File: config.mk
export PLATFORM = sky130hd
export DESIGN_NAME = omam_mode_ctrl
export DESIGN_NICKNAME = d
export VERILOG_FILES = /design/src/omam_pkg.sv /design/src/omam_addr_decode.sv /design/src/omam_mode_ctrl.sv
export SDC_FILE = /design/constraint.sdc
export NUM_CORES = 1
export LEC_CHECK = 0
export BUFFER_PORTS_ARGS = -buffer_cell sky130_fd_sc_hd__clkbuf_2
export CORE_ASPECT_RATIO = 1.75
export CORE_MARGIN = 1.5
export CORE_UTILIZATION = 47
export DETAILED_ROUTE_END_ITERATION = 8
export PLACE_DENSITY = 0.87
export SYNTH_ARGS = -nofsm -noshare
export SYNTH_HDL_FRONTEND = slang
export SYNTH_SLANG_ARGS = --single-unit
File: constraint.sdc
create_clock -name core_clk -period 2.37 [get_ports core_clk]
set_clock_uncertainty 0.2 [all_clocks]
set_input_delay 0.237 -clock core_clk [delete_from_list [all_inputs] [get_ports core_clk]]
set_output_delay 0.237 -clock core_clk [all_outputs]
set_load 0.01 [all_outputs]
File: src/omam_pkg.sv
// Package: constants and carriers for the operating-mode and address-map block
package omam_pkg;

    // Startup operating modes
    typedef enum logic [2:0] {
        OMAM_MODE_SINGLE,
        OMAM_MODE_BOOT_SERIAL,
        OMAM_MODE_BOOT_USB,
        OMAM_MODE_USER_BOOT
    } omam_mode_e;

    // Address map regions
    typedef enum logic [3:0] {
        OMAM_RGN_NONE,
        OMAM_RGN_RAM,
        OMAM_RGN_PERIPH,
        OMAM_RGN_STBY_RAM,
        OMAM_RGN_DATA_FLASH,
        OMAM_RGN_OPTION_MEM,
        OMAM_RGN_FLASH_SEQ_RAM,
        OMAM_RGN_FLASH_REGS,
        OMAM_RGN_ECC_RAM,
        OMAM_RGN_EXT_CS,
        OMAM_RGN_EXT_SDRAM,
        OMAM_RGN_USER_BOOT_ROM,
        OMAM_RGN_PROGRAM_ROM
    } omam_region_e;

    // Software write to the system mode register
    typedef struct packed {
        logic romEnable;
        logic extBusEnable;
    } omam_sysmode_s;

    // Decoder answer
    typedef struct packed {
        omam_region_e region;
        logic [2:0]   csIndex;
        logic         csSel;
    } omam_decode_s;

    // Reset values of the system mode register and privilege mode bit, plus supervisor encoding
    localparam logic ROM_ENABLE_RST  = 1'b1;
    localparam logic EXT_BUS_EN_RST  = 1'b0;
    localparam logic PRIV_MODE_RST   = 1'b0;
    localparam logic PRIV_SUPERVISOR = 1'b0;

    // Address map boundaries
    localparam logic [31:0] ADDR_RAM_BASE        = 32'h0000_0000;
    localparam logic [31:0] ADDR_PERIPH0_BASE    = 32'h0008_0000;
    localparam logic [31:0] ADDR_PERIPH0_LAST    = 32'h000A_3FFF;
    localparam logic [31:0] ADDR_PERIPH1_BASE    = 32'h000A_6000;
    localparam logic [31:0] ADDR_PERIPH1_LAST    = 32'h000F_FFFF;
    localparam logic [31:0] ADDR_DATA_FLASH_BASE = 32'h0010_0000;
    localparam logic [31:0] ADDR_DATA_FLASH_END  = 32'h0011_0000;
    localparam logic [31:0] ADDR_OPTION_BASE     = 32'h0012_0040;
    localparam logic [31:0] ADDR_OPTION_END      = 32'h0012_0070;
    localparam logic [31:0] ADDR_FSEQ_RAM_BASE   = 32'h007F_8000;
    localparam logic [31:0] ADDR_FSEQ_RAM_END    = 32'h007F_9000;
    localparam logic [31:0] ADDR_FLASH_REGS_BASE = 32'h007F_E000;
    localparam logic [31:0] ADDR_FLASH_REGS_LAST = 32'h007F_FFFF;
    localparam logic [31:0] ADDR_ECC_RAM_BASE    = 32'h00FF_8000;
    localparam logic [31:0] ADDR_EXT_LO_BASE     = 32'h0100_0000;
    localparam logic [31:0] ADDR_SDRAM_BASE      = 32'h0800_0000;
    localparam logic [31:0] ADDR_EXT_LO_LAST     = 32'h0FFF_FFFF;
    localparam logic [31:0] ADDR_EXT_HI_BASE     = 32'hFF00_0000;
    localparam logic [31:0] ADDR_USER_BOOT_BASE  = 32'hFF7F_8000;
    localparam logic [31:0] ADDR_USER_BOOT_END   = 32'hFF80_0000;
    localparam logic [31:0] ADDR_PROG_ROM_BASE   = 32'hFFC0_0000;

    // Chip-select window size exponent (16 MB)
    localparam int CS_WINDOW_SHIFT = 24;
    // Strap pin filter depth (three flops)
    localparam int PIN_SYNC_STAGES = 3;

endpackage

File: src/omam_addr_decode.sv
// Address decoder for the operating-mode dependent memory map
`timescale 1ns/1ns
module omam_addr_decode
    import omam_pkg::*;
(
    // Mode
    input  wire logic         romOn,
    input  wire logic         extOn,
    // Address
    input  wire logic [31:0]  addr,
    // Answer
    output omam_decode_s      dec
);

    wire inRam       = addr < ADDR_PERIPH0_BASE;
    wire inPeriph    = (addr >= ADDR_PERIPH0_BASE && addr <= ADDR_PERIPH0_LAST)
                     || (addr >= ADDR_PERIPH1_BASE && addr <= ADDR_PERIPH1_LAST);
    wire inStby      = addr > ADDR_PERIPH0_LAST && addr < ADDR_PERIPH1_BASE;
    wire inDataFlash = addr >= ADDR_DATA_FLASH_BASE && addr < ADDR_DATA_FLASH_END;
    wire inOption    = addr >= ADDR_OPTION_BASE && addr < ADDR_OPTION_END;
    wire inFseqRam   = addr >= ADDR_FSEQ_RAM_BASE && addr < ADDR_FSEQ_RAM_END;
    wire inFlashRegs = addr >= ADDR_FLASH_REGS_BASE && addr <= ADDR_FLASH_REGS_LAST;
    wire inEccRam    = addr >= ADDR_ECC_RAM_BASE && addr < ADDR_EXT_LO_BASE;
    wire inExtLo     = addr >= ADDR_EXT_LO_BASE && addr <= ADDR_EXT_LO_LAST;
    wire inSdram     = addr >= ADDR_SDRAM_BASE && addr <= ADDR_EXT_LO_LAST;
    wire inExtHi     = addr >= ADDR_EXT_HI_BASE;
    wire inUserBoot  = addr >= ADDR_USER_BOOT_BASE && addr < ADDR_USER_BOOT_END;
    wire inProgRom   = addr >= ADDR_PROG_ROM_BASE;
    // On-chip ROM enable turns window zero off over its whole range, not only the ROM areas
    wire romHit      = romOn && (inUserBoot || inProgRom);
    wire extHiHit    = extOn && inExtHi && !romOn;
    wire extLoHit    = extOn && inExtLo && !inSdram;
    wire sdramHit    = extOn && inSdram;

    always_comb begin
        dec = '0;
        if (inRam) begin
            dec.region = OMAM_RGN_RAM;
        end else if (inPeriph) begin
            dec.region = OMAM_RGN_PERIPH;
        end else if (inStby) begin
            dec.region = OMAM_RGN_STBY_RAM;
        end else if (inDataFlash) begin
            dec.region = OMAM_RGN_DATA_FLASH;
        end else if (inOption) begin
            dec.region = OMAM_RGN_OPTION_MEM;
        end else if (inFseqRam) begin
            dec.region = OMAM_RGN_FLASH_SEQ_RAM;
        end else if (inFlashRegs) begin
            dec.region = OMAM_RGN_FLASH_REGS;
        end else if (inEccRam) begin
            dec.region = OMAM_RGN_ECC_RAM;
        end else if (sdramHit) begin
            dec.region = OMAM_RGN_EXT_SDRAM;
        end else if (extLoHit) begin
            dec.region  = OMAM_RGN_EXT_CS;
            dec.csSel   = 1'b1;
            dec.csIndex = 3'(~addr[26:CS_WINDOW_SHIFT]);
        end else if (romHit) begin
            dec.region = inProgRom ? OMAM_RGN_PROGRAM_ROM : OMAM_RGN_USER_BOOT_ROM;
        end else if (extHiHit) begin
            dec.region  = OMAM_RGN_EXT_CS;
            dec.csSel   = 1'b1;
            dec.csIndex = 3'h0;
        end
    end

endmodule

File: src/omam_mode_ctrl.sv
// Operating-mode, processor-mode and address-map control
`timescale 1ns/1ns
// What this block does
// - Strap pins are filtered and caught once, five cycles after reset release, to choose the startup mode.
// - Boot select high at release gives single-chip mode, user boot ignored.
// - Both pins low give serial boot; ROM reprogrammed over serial interface.
// - Boot select low, user boot high gives USB boot or user boot program.
// - Both boot modes run the boot program from its internal area.
// - User boot mode runs its program and is reachable only after reset.
// - Mode bits with external bus off mean single-chip or user boot.
// - ROM off, bus on: on-chip ROM disabled, external space enabled.
// - ROM on, bus on: on-chip ROM and the external space below 1000 0000h enabled.
// - Single-chip start keeps the external space disabled until software sets external bus enable.
// - After reset ROM enable reads 1 and external bus enable 0.
// - Once ROM enable is cleared it cannot be set again until reset.
// - Mode register writes are blocked unless protect bit one is set.
// - RAM from zero, peripherals in two ranges, standby RAM between.
// - Flash control registers alone occupy the top window below 0080 0000h.
// - Data flash, option memory and program ROM at their fixed bases.
// - User boot ROM, flash-sequencer RAM and ECC RAM at fixed bases.
// - External space: eight 16 MB chip-select windows plus 128 MB SDRAM.
// - ROM-enabled extended mode gives the high range to on-chip ROM.
// - Reset and exceptions enter supervisor mode; return restores prior mode.
// - User mode is reached by return with the saved privilege bit set.
// - User mode blocks privileged instructions and protected status writes.
// - Software traps bring user mode back to supervisor mode.
module omam_mode_ctrl
    import omam_pkg::*;
(
    // Clock and reset
    input  wire logic          core_clk,
    input  wire logic          rstn,

    // Board strapping pins
    input  wire logic          boot_select_pin,
    input  wire logic          user_boot_pin,

    // System mode register write port
    input  wire logic          sysModeWrite,
    input  wire omam_sysmode_s sysModeWdata,
    input  wire logic          protect_bit_one,

    // Processor events
    input  wire logic          exceptionTaken,
    input  wire logic          exceptionReturn,
    input  wire logic          savedPrivMode,
    input  wire logic          break_trap_instruction,
    input  wire logic          privilegedInsn,
    input  wire logic          statusWordWrite,

    // Address to decode
    input  wire logic [31:0]   accessAddr,

    // Mode state
    output omam_mode_e         startMode,
    output logic               modeValid,
    output logic               rom_enable_bit,
    output logic               external_bus_enable_bit,
    output logic               romDisabledExtMode,
    output logic               romEnabledExtMode,
    output logic               runBootProgram,
    output logic               serialBootActive,
    output logic               usbBootActive,
    output logic               userBootActive,

    // Processor mode
    output logic               privilege_mode_bit,
    output logic               privInsnFault,
    output logic               statusWriteBlocked,

    // Decoder result
    output omam_decode_s       decode
);

    // Strap filter: three flops, accept once stages two and three agree
    logic [PIN_SYNC_STAGES-1:0] bootSelSync_r;
    logic [PIN_SYNC_STAGES-1:0] userBootSync_r;
    logic                        bootSelStable_r;
    logic                        userBootStable_r;
    logic                        settle_r;

    always_ff @(posedge core_clk or negedge rstn) begin
        if (!rstn) begin
            bootSelSync_r  <= '0;
            userBootSync_r <= '0;
        end else begin
            bootSelSync_r  <= {bootSelSync_r[PIN_SYNC_STAGES-2:0], boot_select_pin};
            userBootSync_r <= {userBootSync_r[PIN_SYNC_STAGES-2:0], user_boot_pin};
        end
    end

    wire bootSelAgree  = bootSelSync_r[1] == bootSelSync_r[2];
    wire userBootAgree = userBootSync_r[1] == userBootSync_r[2];

    always_ff @(posedge core_clk or negedge rstn) begin
        if (!rstn) begin
            bootSelStable_r  <= 1'b0;
            userBootStable_r <= 1'b0;
            settle_r         <= 1'b0;
        end else begin
            bootSelStable_r  <= bootSelAgree ? bootSelSync_r[2] : bootSelStable_r;
            userBootStable_r <= userBootAgree ? userBootSync_r[2] : userBootStable_r;
            settle_r         <= 1'b1;
        end
    end

    // Pins are filled through the filter before the mode is caught once
    logic [2:0] fillCnt_r;
    wire        fillDone = fillCnt_r == 3'(PIN_SYNC_STAGES + 1);

    always_ff @(posedge core_clk or negedge rstn) begin
        if (!rstn) begin
            fillCnt_r <= '0;
        end else if (!fillDone) begin
            fillCnt_r <= fillCnt_r + 3'h1;
        end
    end

    wire        captureNow = fillDone && !modeValid;
    omam_mode_e strapMode;
    assign strapMode = bootSelStable_r ? OMAM_MODE_SINGLE
                     : (userBootStable_r ? OMAM_MODE_BOOT_USB : OMAM_MODE_BOOT_SERIAL);

    // startup mode caught once after release; never caught as OMAM_MODE_USER_BOOT
    always_ff @(posedge core_clk or negedge rstn) begin
        if (!rstn) begin
            startMode <= OMAM_MODE_SINGLE;
            modeValid <= 1'b0;
        end else if (captureNow) begin
            startMode <= strapMode;
            modeValid <= 1'b1;
        end
    end

    // writes gated by protect bit one
    wire writeAllowed = sysModeWrite && protect_bit_one;

    wire romEnNxt     = rom_enable_bit & sysModeWdata.romEnable;

    // single-chip start with no software change keeps bus off
    wire extEnNxt     = sysModeWdata.extBusEnable;

    always_ff @(posedge core_clk or negedge rstn) begin
        if (!rstn) begin
            rom_enable_bit          <= ROM_ENABLE_RST;
            external_bus_enable_bit <= EXT_BUS_EN_RST;
        end else if (writeAllowed) begin
            rom_enable_bit          <= romEnNxt;
            external_bus_enable_bit <= extEnNxt;
        end
    end

    wire romDisExtNxt = !rom_enable_bit && external_bus_enable_bit;
    wire romEnExtNxt  = rom_enable_bit && external_bus_enable_bit;

    // boot program runs in both boot modes
    wire serialNxt    = modeValid && startMode == OMAM_MODE_BOOT_SERIAL;
    wire usbNxt       = modeValid && startMode == OMAM_MODE_BOOT_USB;

    // user boot only from release; once the bus is on it is left for good
    wire userNxt      = usbNxt && !external_bus_enable_bit && !usbBootActive;

    always_ff @(posedge core_clk or negedge rstn) begin
        if (!rstn) begin
            romDisabledExtMode <= 1'b0;
            romEnabledExtMode  <= 1'b0;
            serialBootActive   <= 1'b0;
            usbBootActive      <= 1'b0;
            runBootProgram     <= 1'b0;
            userBootActive     <= 1'b0;
        end else begin
            romDisabledExtMode <= romDisExtNxt;
            romEnabledExtMode  <= romEnExtNxt;
            serialBootActive   <= serialNxt;
            usbBootActive      <= usbNxt && !userNxt;
            runBootProgram     <= serialNxt || (usbNxt && !userNxt);
            userBootActive     <= userNxt;
        end
    end

    logic privNxt;
    always_comb begin
        privNxt = privilege_mode_bit;
        if (exceptionTaken || break_trap_instruction) begin
            privNxt = PRIV_SUPERVISOR;
        end else if (exceptionReturn) begin
            privNxt = savedPrivMode;
        end
    end

    always_ff @(posedge core_clk or negedge rstn) begin
        if (!rstn) begin
            privilege_mode_bit <= PRIV_MODE_RST;
        end else begin
            privilege_mode_bit <= privNxt;
        end
    end

    wire inUser = privilege_mode_bit != PRIV_SUPERVISOR;

    always_ff @(posedge core_clk or negedge rstn) begin
        if (!rstn) begin
            privInsnFault      <= 1'b0;
            statusWriteBlocked <= 1'b0;
        end else begin
            privInsnFault      <= inUser && privilegedInsn;
            statusWriteBlocked <= inUser && statusWordWrite;
        end
    end

    omam_decode_s decodeNxt;
    omam_addr_decode u_decode (
        .romOn (rom_enable_bit),
        .extOn (external_bus_enable_bit),
        .addr  (accessAddr),
        .dec   (decodeNxt)
    );

    always_ff @(posedge core_clk or negedge rstn) begin
        if (!rstn) begin
            decode <= '0;
        end else begin
            decode <= decodeNxt;
        end
    end
endmodule

== After elaboration in Yosys (flattened, before gate mapping) ==
Cells that the tools add are included.

* Bits in read-only memories: 0
* Memories kept: 0
* Input bits: 46
* Flip-flop bits (word level): 34
* RAM bits: 0
* Output and inout port bits: 23
* Bits in latches: 0
* Word-level logic and storage cells: 119

* Bitwise logic cells: 2
* $add $sub $neg: 1
* Magnitude comparators: 24
* Shifts and indexed selects: 0
* Div/mod/pow operators: 0
* Equal/unequal tests: 5
* Muxes and demuxes: 27
* Multipliers: 0
* Reduce and logical (&&, ||, !) cells: 39

{| class="wikitable"
|+ Operators by type and width
! operator !! count
|-
| $ge 32x32->1 const B || 3
|-
| $mux 4 || 20
|-
| $ge 32x20->1 const B || 2
|-
| $ge 32x21->1 const B || 2
|-
| $ge 32x23->1 const B || 2
|-
| $le 32x20->1 const B || 2
|-
| $lt 32x20->1 const B || 2
|-
| $lt 32x21->1 const B || 2
|-
| $ge 32x24->1 const B || 1
|-
| $ge 32x25->1 const B || 1
|-
| $ge 32x28->1 const B || 1
|-
| $gt 32x20->1 const B || 1
|-
| $le 32x23->1 const B || 1
|-
| $le 32x28->1 const B || 1
|-
| $lt 32x23->1 const B || 1
|-
| $lt 32x25->1 const B || 1
|-
| $lt 32x32->1 const B || 1
|-
| $logic_and 1x1->1 || 28
|-
| $mux 8 || 2
|-
| $logic_not 1->1 || 6
|-
| $logic_or 1x1->1 || 4
|-
| $mux 2 || 2
|-
| $add 3x1->3 const B || 1
|-
| $eq 3x1->1 const B || 1
|-
| other kinds (8) || 10
|}

== Longest topological paths before layout ==
Gate-level depths: netlist of the first run.

* Word-level depth: 15
* Mapped depth: 5
* Gate-level depth less buffers: 5

== Modules after synthesis ==
From an unflattened synthesis of the first run, not the netlist that was laid out.

* Cell total of the unflattened synthesis: 125
* Area, all modules: 1411.4 µm²

{| class="wikitable"
|+ Modules (own cells, without submodules)
! module !! times used !! seq. area each (µm²) !! area each (µm²) !! cells an instance
|-
| omam_mode_ctrl || 1 || 827.0 || 1078.5 || 72
|-
| omam_addr_decode || 1 || 0.0 || 332.8 || 53
|}

== Least setup slack after synthesis of the first run ==
Ideal clock, no wire load.

* Path kind: input to register
* Start point: input port accessAddr[30]
* End point: register decode[4] (netlist bit)
* Path buffers: 0
* Cell stages on the path: 4
* Data required time: 2099 ps
* Library setup time: 71 ps
* Data arrival time: 1302 ps
* Slack: 797 ps
* Cells stage by stage: or4_4 nor4b_4 nand4_1 nand4_1

{| class="wikitable"
|+ RTL lines
! item !! RTL line !! text
|-
| start, declared || omam_mode_ctrl.sv:52 || <nowiki>input wire logic [31:0] accessAddr,</nowiki>
|-
| end signal, assigned || omam_mode_ctrl.sv:223 || <nowiki>decode <= decodeNxt;</nowiki>
|-
| end, declared || omam_mode_ctrl.sv:72 || <nowiki>output omam_decode_s decode</nowiki>
|}

==> impl_metrics.ini, run 1 <==
[place]
hpwl_mm = 2.16
gp_congestion = 0.841
pre_cts_slack_ns = 0.586
place_area_mm2 = 0.00174
numPortBuffers = 63

[synthesis]
syn_avg_cell_area_um2 = 11.2
seq_area_frac_synth_pct = 59.2
synth_cells = 125
yosysWarningCount = 0
syn_nets = 173
ys_types = 37
synth_area_mm2 = 0.00140
ys_ff_latch = 33

[setup_path]
crit_path_start_kind = primary input
rr_endpoint = startMode[1]
reg2reg_slack_ns = 0.91
critPathRequiredTime_ns = 2.39
reg2reg_from = fillCnt_r[0]
ff2ff_path_depth = 4
cp_data_arrival_time_ns = 1.99
cp_max_fo = 4
critical_path_class = primary input to register
cp-end-kind = register

[pwr]
power_density_mw_per_mm2 = 582
power_mw = 1.13
p_leak_nw = 0.993
worst_ir_drop_vdd_mv = 0.339

[timing]
rsz0062_at_grt = false
tightest_slew_ns = 0.755
report.final.slew_viol_count = 0
period_minus_slack_ns = 1.97
tns_ns = 0
hold_violations = 0
layout_setup_ws_ns = 0.400
fmax_mhz = 508
setup_viol = 0
slew_headroom_pct = 49.7
post-route-period-util_pct = 83.1

[finish]
fin_util_pct = 67.8
antenna_cells = 0
fin_nets = 254
drive_above_1_share_pct = 37.7
nFillCells = 238
fin_area_mm2 = 0.00194
areaGrowthSynthToFinish_pct = 39.1

[clock_network]
htreeDepth = 2
clk_pin_slew_ns = 0.06
cts_buffers = 5
cts_buffer_depth = 2
cts_resized = 0
root_buffer = clkbuf_8
numClockSinks = 33
cts_tree = yes
cts_setup_buffers = 0
ctsHoldBuffers = 12
clock_latency_ns = 0.28

[global_route]
use_met2_pct = 35.5
grt_util_met1_pct = 18.9
grt_pass1_wl_mm = 4.61
use_met3_pct = 5.04
overflow = 0
busiest_layer = met2
grt_pass1_vias = 1149
antenna_found_initial = 0
grtUsageTotal_pct = 19.7
grt_max_degree = 34

[floorplan]
ios = 69
row_count = 26
core_mm2 = 0.00286
die_x_um = 44.2
die_height_um = 75.1
design.die.area_mm2 = 0.00332
initial_core_util_pct = 48.8

[route]
via_per_inst = 5.34
wl_per_cell_um = 12.0
final_antenna_net_count = 0
drt-pass1-iter-count = 5
num_vias = 1256
drt_iter0_drc = 17
drc = 0
routed_wl_mm = 2.82

[worst_hold_path]
hold_depth = 4
min_to = rom_enable_bit
hold_start = protect_bit_one
hp-class = primary input to register

[flow_run]
drv_cap = 0

[status]
outcome = finished clean
-- final cells by class --
cell class / count / area (um2) / area share [%]
Sequential cell: 33 / 827 / 42.6
Multi-Input combinational cell: 84 / 536 / 27.6
Timing Repair Buffer: 75 / 435 / 22.4
Clock buffer: 6 / 72.6 / 3.74
Tap cell: 28 / 35.0 / 1.80
Inverter: 7 / 26.3 / 1.35
Clock inverter: 2 / 10.0 / 0.515
-- worst max-delay path, stage by stage --
cell	delay, ns
dlygate4sd3_1	0.53
clkbuf_2	0.13
or4_4	0.55
nor4b_4	0.31
nand4_1	0.12
nand4_1	0.11
-- logic make-up (layout without fill, tap and decap cells) --
group / count (synthesis) / count (layout) / synth area share, %
simple gates: 61 / 61 / 25.7
flops: 33 / 33 / 59.2
compound gates: 15 / 15 / 6.99
buf+inv: 8 / 90 / 2.42
fa+ha+maj: 4 / 4 / 3.23
mux: 2 / 2 / 1.52
other cells: 1 / 1 / 0.269
xor+xnor: 1 / 1 / 0.627
-- worst max-delay path by stage --
| stage | startpoint | to | slack [ns] | depth (start not counted) |
|---|---|---|---|---|
| 2_1_floorplan | accessAddr[30] | decode[4] | 0.80 | 4 |
| 3_3_place_gp | accessAddr[30] | decode[4] | 0.60 | 5 |
| 3_5_place_dp | accessAddr[30] | decode[6] | 0.59 | 5 |
| 4_1_cts | accessAddr[26] | decode[4] | 0.39 | 6 |
| 5_1_grt | accessAddr[26] | decode[6] | 0.35 | 6 |
| 6_report | accessAddr[26] | decode[4] | 0.40 | 6 |
-- power by group --
group	leakage (nW)	total [mW]	internal [mW]	switching, mW
Sequential	0.417	0.606	0.589	0.0169
Clock	0.0450	0.389	0.203	0.186
Combinational	0.531	0.135	0.0697	0.0650
-- metal layers --
layer	share of wire (%)	vias to the layer above
met4	2.7	0
met3	6.0	6
met1	38	586
met5	0	-
met2	53	55
li1	-	609
-- state kept, by name (all words and copies together), names as in the netlist --
register,flops
privInsnFault,1
fillCnt_r,3
userBootActive,1
statusWriteBlocked,1
runBootProgram,1
external_bus_enable_bit,1
bootSelStable_r,1
userBootStable_r,1
usbBootActive,1
rom_enable_bit,1
privilege_mode_bit,1
bootSelSync_r,3
romEnabledExtMode,1
decode,8
startMode,2
romDisabledExtMode,1
serialBootActive,1
userBootSync_r,3
modeValid,1
-- through the flow --
step / hold WS (ns) / std cells
CTS: 0.0501 / 235
detailed placement: 0.135 / 215
global placement: 0.132 / 215
finish: 0.0433 / 235
global route: 0.0490 / 235
floorplan: -0.259 / 125
-- Yosys cell counts, drive strengths merged --
| cell type | number | area [um2] |
|---|---|---|
| inv | 7 | 26.3 |
| and4b | 1 | 10.0 |
| dfrtp | 32 | 801 |
| a21boi | 1 | 7.51 |
| ha | 2 | 25.0 |
| a22oi | 1 | 7.51 |
| nand3b | 3 | 22.5 |
| and3b | 1 | 8.76 |
| dfstp | 1 | 26.3 |
| a32oi | 1 | 8.76 |
| a31oi | 2 | 12.5 |
| buf | 1 | 7.51 |
| or3b | 1 | 8.76 |
| or2 | 1 | 6.26 |
| nor4b | 2 | 32.5 |
| nand2b | 1 | 6.26 |
| xnor2 | 1 | 8.76 |
| mux2 | 1 | 11.3 |
| a21oi | 1 | 5.00 |
| nor4 | 3 | 18.8 |
| nor2 | 15 | 56.3 |
| nand2 | 7 | 26.3 |
| maj3 | 2 | 20.0 |
| conb | 1 | 3.75 |
| mux2i | 1 | 10.0 |
| o41ai | 3 | 26.3 |
| or4 | 3 | 30.0 |
| nor3 | 9 | 50.1 |
| nand4 | 6 | 37.5 |
| and2 | 3 | 18.8 |
| nor2b | 1 | 6.26 |
| o21ai | 6 | 30.0 |
| nand3 | 4 | 20.0 |
-- placed cells by master, fill, tap and decap left out, types with 2 or more instances in the layout --
| master | count |
|---|---|
| clkbuf_2 | 63 |
| dfrtp_1 | 32 |
| nor2_1 | 15 |
| dlygate4sd3_1 | 12 |
| nor3_1 | 8 |
| inv_1 | 7 |
| nand2_1 | 7 |
| nand4_1 | 6 |
| o21ai_0 | 5 |
| clkbuf_8 | 5 |
| nand3_1 | 4 |
| nor4_1 | 3 |
| nand3b_1 | 3 |
| o41ai_1 | 3 |
| and2_1 | 3 |
| or4_4 | 2 |
| a31oi_1 | 2 |
| maj3_1 | 2 |
| ha_1 | 2 |
| clkinv_2 | 2 |
No activity file was read; power rests on OpenSTA's default activity.
==> run 2, diff against run 1 <==
ABC_AREA = 1   (was default)
CORE_UTILIZATION = 46   (was 47)
PLACE_DENSITY = 0.83   (was 0.87)
clock period = 2 ns   (was 2.37 ns; I/O delays follow)
==> run 2 against run 1 <==
Net effect:
- synthesized cell count up 46%
- sequential share of layout area down 4.3 points
- global-route usage up 0.93 points
- total power up 33%
- worst setup slack worse by 0.15 ns
- clock-buffer cell count up 1
- register-to-register slack worse by 0.48 ns
==> impl_metrics.ini, run 2 <==
[place]
gp_congestion = 0.797
hpwl_mm = 2.59
place_area_mm2 = 0.00192
numPortBuffers = 63

[timing]
tightest_slew_ns = 0.747
whs_ns = 0.0260
setup_viol = 0
slew_headroom_pct = 50.2
report.final.slew_viol_count = 0
hold_violations = 0
rsz0062_at_grt = false
tns_ns = 0
fmax_mhz = 572
post-route-period-util_pct = 87.4
period_minus_slack_ns = 1.75

[synthesis]
synth_largest_area_cell = dfrtp_1
syn_nets = 231
synth_top_area_share_pct = 51.2
synth_area_mm2 = 0.00156
synth_cells = 183
ys_ff_latch = 33
synth_edf_count = 0
yosysWarningCount = 0
synth.top_cells.by_count = 32 x dfrtp_1, 32 x nand2_1, 28 x nor2_1
ys_types = 28
netlist_top_cells_area = dfrtp_1 51%, nand2_1 7.7%, nor2_1 6.7%
synthArstFlopShare_pct = 100
seq_area_frac_synth_pct = 52.9
ys.flop_type = dfrtp_1
syn_avg_cell_area_um2 = 8.54

[setup_path]
cp_max_fo = 1
crit_family = buffers and inverters
cp.buffers_inverters = 3
cp-end-kind = register
path_cells = dlygate4sd3_1, clkbuf_2, a2111oi_0, dlygate4sd3_1
critical_path_class = primary input to register
reg2reg_from = privilege_mode_bit
cpMostUsedCell = dlygate4sd3_1
slowest_delay_ns = 0.59
critPathRequiredTime_ns = 2.02
ff2ff_path_depth = 3
reg2reg_slack_ns = 0.43
cp_data_arrival_time_ns = 1.77
rr_endpoint = privilege_mode_bit
crit_path_start_kind = primary input
slowest_stage = dlygate4sd3_1

[floorplan]
row_count = 27
design.die.area_mm2 = 0.00377
core_mm2 = 0.00321
die_x_um = 47.1
initial_core_util_pct = 48.7
die_height_um = 80.1
ios = 69

[pwr]
power_mw = 1.51
worst_ir_drop_vdd_mv = 0.420
p_leak_nw = 1.24
power_density_mw_per_mm2 = 697

[finish]
multiInputGateArea_um2 = 619
fin_area_mm2 = 0.00216
largest_register_ffs = 8
fin_nets = 312
drive_above_1_share_pct = 32.8
regArea_um2 = 827
top_register = decode
areaGrowthSynthToFinish_pct = 38.3
layout_common_cells = 63 x clkbuf_2, 32 x nand2_1, 32 x dfrtp_1, 28 x nor2_1, 23 x inv_1
mostFrequentLayoutCell = clkbuf_2
fin_util_pct = 67.3
nFillCells = 258
antenna_cells = 0

[global_route]
grt_max_degree = 34
grt_pass1_wl_mm = 5.63
antenna_found_initial = 0
overflow = 0
grt_pass1_vias = 1479
grtUsageTotal_pct = 20.6

[clock_network]
clock_latency_ns = 0.28
htreeDepth = 2
cts_buffers = 5
cts_tree = yes
root_buffer = clkbuf_8
cts_buffer_depth = 2
clk_pin_slew_ns = 0.06
numClockSinks = 33

[route]
wl_per_cell_um = 10.8
num_vias = 1455
via_per_inst = 4.72
drc = 0
final_antenna_net_count = 0
drt_iter0_drc = 24
routed_wl_mm = 3.32
drt-pass1-iter-count = 4

[worst_hold_path]
hp-class = primary input to register
min_to = external_bus_enable_bit
hold_depth = 3
hold_start = protect_bit_one

[status]
outcome = finished clean

[flow_run]
drv_cap = 0
[run 2: stage by stage]
step / cells / setup WS (ns)
finish: 308 / 0.252
global route: 308 / 0.195
CTS: 308 / 0.235
detailed placement: 288 / 0.568
global placement: 288 / 0.575
floorplan: 183 / 0.716
[run 2: repair_timing]
action / in CTS / in global routing
gates resized for setup: 0 / 0
setup endpoints to repair: 0 / 0
endpoints found under the hold margin: 42 / 0
hold buffers: 12 / 0
setup buffers: 0 / 0
[run 2: kinds of logic after synthesis]
kind of cell | after synthesis | synth area share, %
simple gates | 102 | 31.3
flops | 33 | 52.9
buf+inv | 30 | 7.45
compound gates | 11 | 4.08
fa+ha+maj | 4 | 2.88
xor+xnor | 2 | 1.12
other cells | 1 | 0.240
[run 2: worst register-to-register path, stage by stage (launching register included)]
cell and delay, ns:
dfrtp_1 0.39, nor2_1 0.06, a2111oi_0 0.26, dlygate4sd3_1 0.59
[run 2: worst max-delay path by stage]
stage	from	to	depth (start not counted)
final	break_trap_instruction	privilege_mode_bit	4
after global routing	break_trap_instruction	privilege_mode_bit	4
after CTS	break_trap_instruction	privilege_mode_bit	4
after detailed placement	accessAddr[28]	decode[4]	10
after global placement	external_bus_enable_bit	decode[4]	6
after floorplan	external_bus_enable_bit	decode[4]	6
[run 2: area by class of cell]
cell class | instances | area share [%]
Inverter | 29 | 5.04
Timing Repair Buffer | 75 | 20.2
Tap cell | 43 | 2.49
Clock inverter | 1 | 1.39
Clock buffer | 7 | 4.00
Sequential cell | 33 | 38.3
Multi-Input combinational cell | 120 | 28.7
[run 2: report_power, final]
group          internal, mW  switching [mW]  total [mW]
Clock                 0.405           0.215       0.620
Sequential            0.698          0.0160       0.714
Combinational        0.0809          0.0922       0.173
[run 2: metal layers]
metal | wire length (um) | GRT usage, %
met1 | 1120 | 18.1
met2 | 1970 | 40.0
met3 | 125 | 2.70
met4 | 103 | 11.7
met5 | 0 | 0
==> run 3, diff against run 2 <==
CORE_UTILIZATION = 47   (was 46)
MAX_ROUTING_LAYER = met4   (was default)
SYNTH_HIERARCHICAL = 1   (was default)
==> run 3 against run 2 <==
Net effect:
- critical endpoint is now decode[5]
- combinational power rose by 16%
- cell count increased by 18%
- clock-buffer cell count unchanged
- cell area up 8.6%
==> impl_metrics.ini, run 3 <==
[setup_path]
slowest_delay_ns = 0.54
reg2reg_slack_ns = 0.48
crit_cells = 11
crit_end = decode[5]
timing.critical_path.from = accessAddr[24]
rr_endpoint = decode[4]
cp.buffers_inverters = 3
crit_family = buffers and inverters
cp_max_fo = 4
critPathRequiredTime_ns = 1.96
path_cells = dlygate4sd3_1, clkbuf_2, nor2_1, nand2_2, nor2_4, nand2_2, inv_1, o211ai_1, nand3_1, nand2_1, nand3b_1
cp-end-kind = register
crit_path_start_kind = primary input
critical_path_class = primary input to register
ff2ff_path_depth = 8
slowest_stage = dlygate4sd3_1
reg2reg_from = external_bus_enable_bit
cpMostUsedCell = nand2_2
cp_data_arrival_time_ns = 1.79

[synthesis]
synth_largest_area_cell = dfrtp_1
synth_edf_count = 0
yosysMostFrequentCell = nand2_1
synth_area_mm2 = 0.00168
synth_top_area_share_pct = 47.8
ys_types = 28
ys_ff_latch = 33
synthArstFlopShare_pct = 100
netlist_top_cells_area = dfrtp_1 48%, nand2_1 15%, nor2_1 9.4%
seq_area_frac_synth_pct = 49.3
synth_cells = 228
yosysWarningCount = 6
syn_nets = 276
ys.flop_type = dfrtp_1
synth.top_cells.by_count = 65 x nand2_1, 42 x nor2_1, 34 x inv_1
syn_avg_cell_area_um2 = 7.35

[timing]
setup_viol = 0
report.final.slew_viol_count = 0
slew_headroom_pct = 50.4
rsz0062_at_grt = false
tightest_slew_ns = 0.743
tns_ns = 0
fmax_mhz = 548
period_minus_slack_ns = 1.82
hold_violations = 0
whs_ns = 0.0340
layout_setup_ws_ns = 0.176
post-route-period-util_pct = 91.2

[floorplan]
row_count = 28
ios = 69
design.die.area_mm2 = 0.00395
die_x_um = 48.2
die_height_um = 82.0
initial_core_util_pct = 49.3
core_mm2 = 0.00340

[pwr]
pwr-share-seq_pct = 46.5
p_leak_nw = 1.38
p_int_mw = 1.20
switching_share_pct = 22.5
power_mw = 1.54
p_clk_share_pct = 40.5
power_density_mw_per_mm2 = 657
worst_ir_drop_vdd_mv = 0.401
power_switching_mw = 0.346
comb_power_share_pct = 13.0

[place]
pre_cts_slack_ns = 0.456
dp_cells = 339
gp_congestion = 0.804
numPortBuffers = 67
hpwl_mm = 2.92

[clock_network]
clock_latency_ns = 0.28
clk_pin_slew_ns = 0.06
root_buffer = clkbuf_8
numClockSinks = 33
ctsHoldBuffers = 17
htreeDepth = 2
cts_tree = yes
cts_resized = 0
cts_buffers = 5
cts_setup_buffers = 0
cts_buffer_depth = 2

[route]
drt-pass1-iter-count = 4
drt_iter0_drc = 22
drc = 0
via_per_inst = 4.69
routed_wl_mm = 3.82
num_vias = 1707
final_antenna_net_count = 0
wl_per_cell_um = 10.5

[global_route]
grtUsageTotal_pct = 22.9
use_met2_pct = 42.4
grt_util_met1_pct = 19.9
grt_pass1_vias = 1615
use_met3_pct = 4.62
busiest_layer = met2
overflow = 0
antenna_found_initial = 0
grt_pass1_wl_mm = 6.34
grt_max_degree = 34

[status]
outcome = finished clean

[finish]
fin_cells = 364
largest_register_ffs = 8
top_register = decode
antenna_cells = 0
areaGrowthSynthToFinish_pct = 40.0
drive_above_1_share_pct = 28.2
layout_common_cells = 67 x clkbuf_2, 65 x nand2_1, 42 x nor2_1, 34 x inv_1, 32 x dfrtp_1
fin_nets = 366
mostFrequentLayoutCell = clkbuf_2

[flow_run]
drv_cap = 0

[worst_hold_path]
hp-class = primary input to register
-- run 3: worst register-to-register path: stages, from the launching register on --
cell,delay (ns)
dfrtp_1,0.44
inv_1,0.11
nor2_1,0.07
nand2_1,0.06
nor2_1,0.05
nor2_1,0.20
nand3_1,0.11
nor2_1,0.10
nand3_1,0.07
-- run 3: stage by stage --
step / cell area, um2 / util [%]
3_5_place_dp: 2060 / 60.6
3_3_place_gp: 2060 / 60.6
5_1_grt: 2350 / 69.1
6_report: 2350 / 69.1
2_1_floorplan: 1680 / -
4_1_cts: 2350 / 69.1
-- run 3: kinds of logic (layout without fill, tap and decap cells) --
family          Yosys count  count (layout)  share of synthesized area [%]
simple gates            139             139                           35.2
buf+inv                  42             133                           9.63
flops                    33              33                           49.3
compound gates            9               9                           3.06
fa+ha+maj                 2               2                           1.49
xor+xnor                  2               2                           1.04
other cells               1               1                          0.224
-- run 3: metal layers --
layer | up-vias | part of all wire (%) | wire length, um
met2 | 58 | 59 | 2240
met1 | 764 | 34 | 1290
met4 | 0 | 3.3 | 127
li1 | 872 | - | -
met3 | 13 | 4.2 | 161
met5 | - | 0 | 0
-- run 3: power groups by stage --
stage	clock, mW	combinational [mW]	sequential, mW
2_1_floorplan	0	0.0659	0.736
3_3_place_gp	0	0.170	0.729
3_5_place_dp	0	0.174	0.730
4_1_cts	0.635	0.200	0.718
5_1_grt	0.672	0.228	0.722
6_report	0.625	0.200	0.718
-- run 3: cell type report --
type | count | area [um2]
tap | 45 | 56.3
multi-input combinational | 153 | 688
clock inverter | 1 | 30.0
timing repair buffer | 84 | 505
inverter | 41 | 154
sequential | 33 | 827
clock buffer | 7 | 86.3
fill | 301 | 1050
-- run 3: worst min path at each step --
stage                               from  depth (start not counted)           endpoint
final                     accessAddr[23]                          3          decode[7]
after global routing      accessAddr[23]                          3          decode[7]
after CTS                   sysModeWrite                          3     rom_enable_bit
after detailed placement            rstn                          1          modeValid
after global placement              rstn                          1  romEnabledExtMode
after floorplan                     rstn                          0    bootSelStable_r
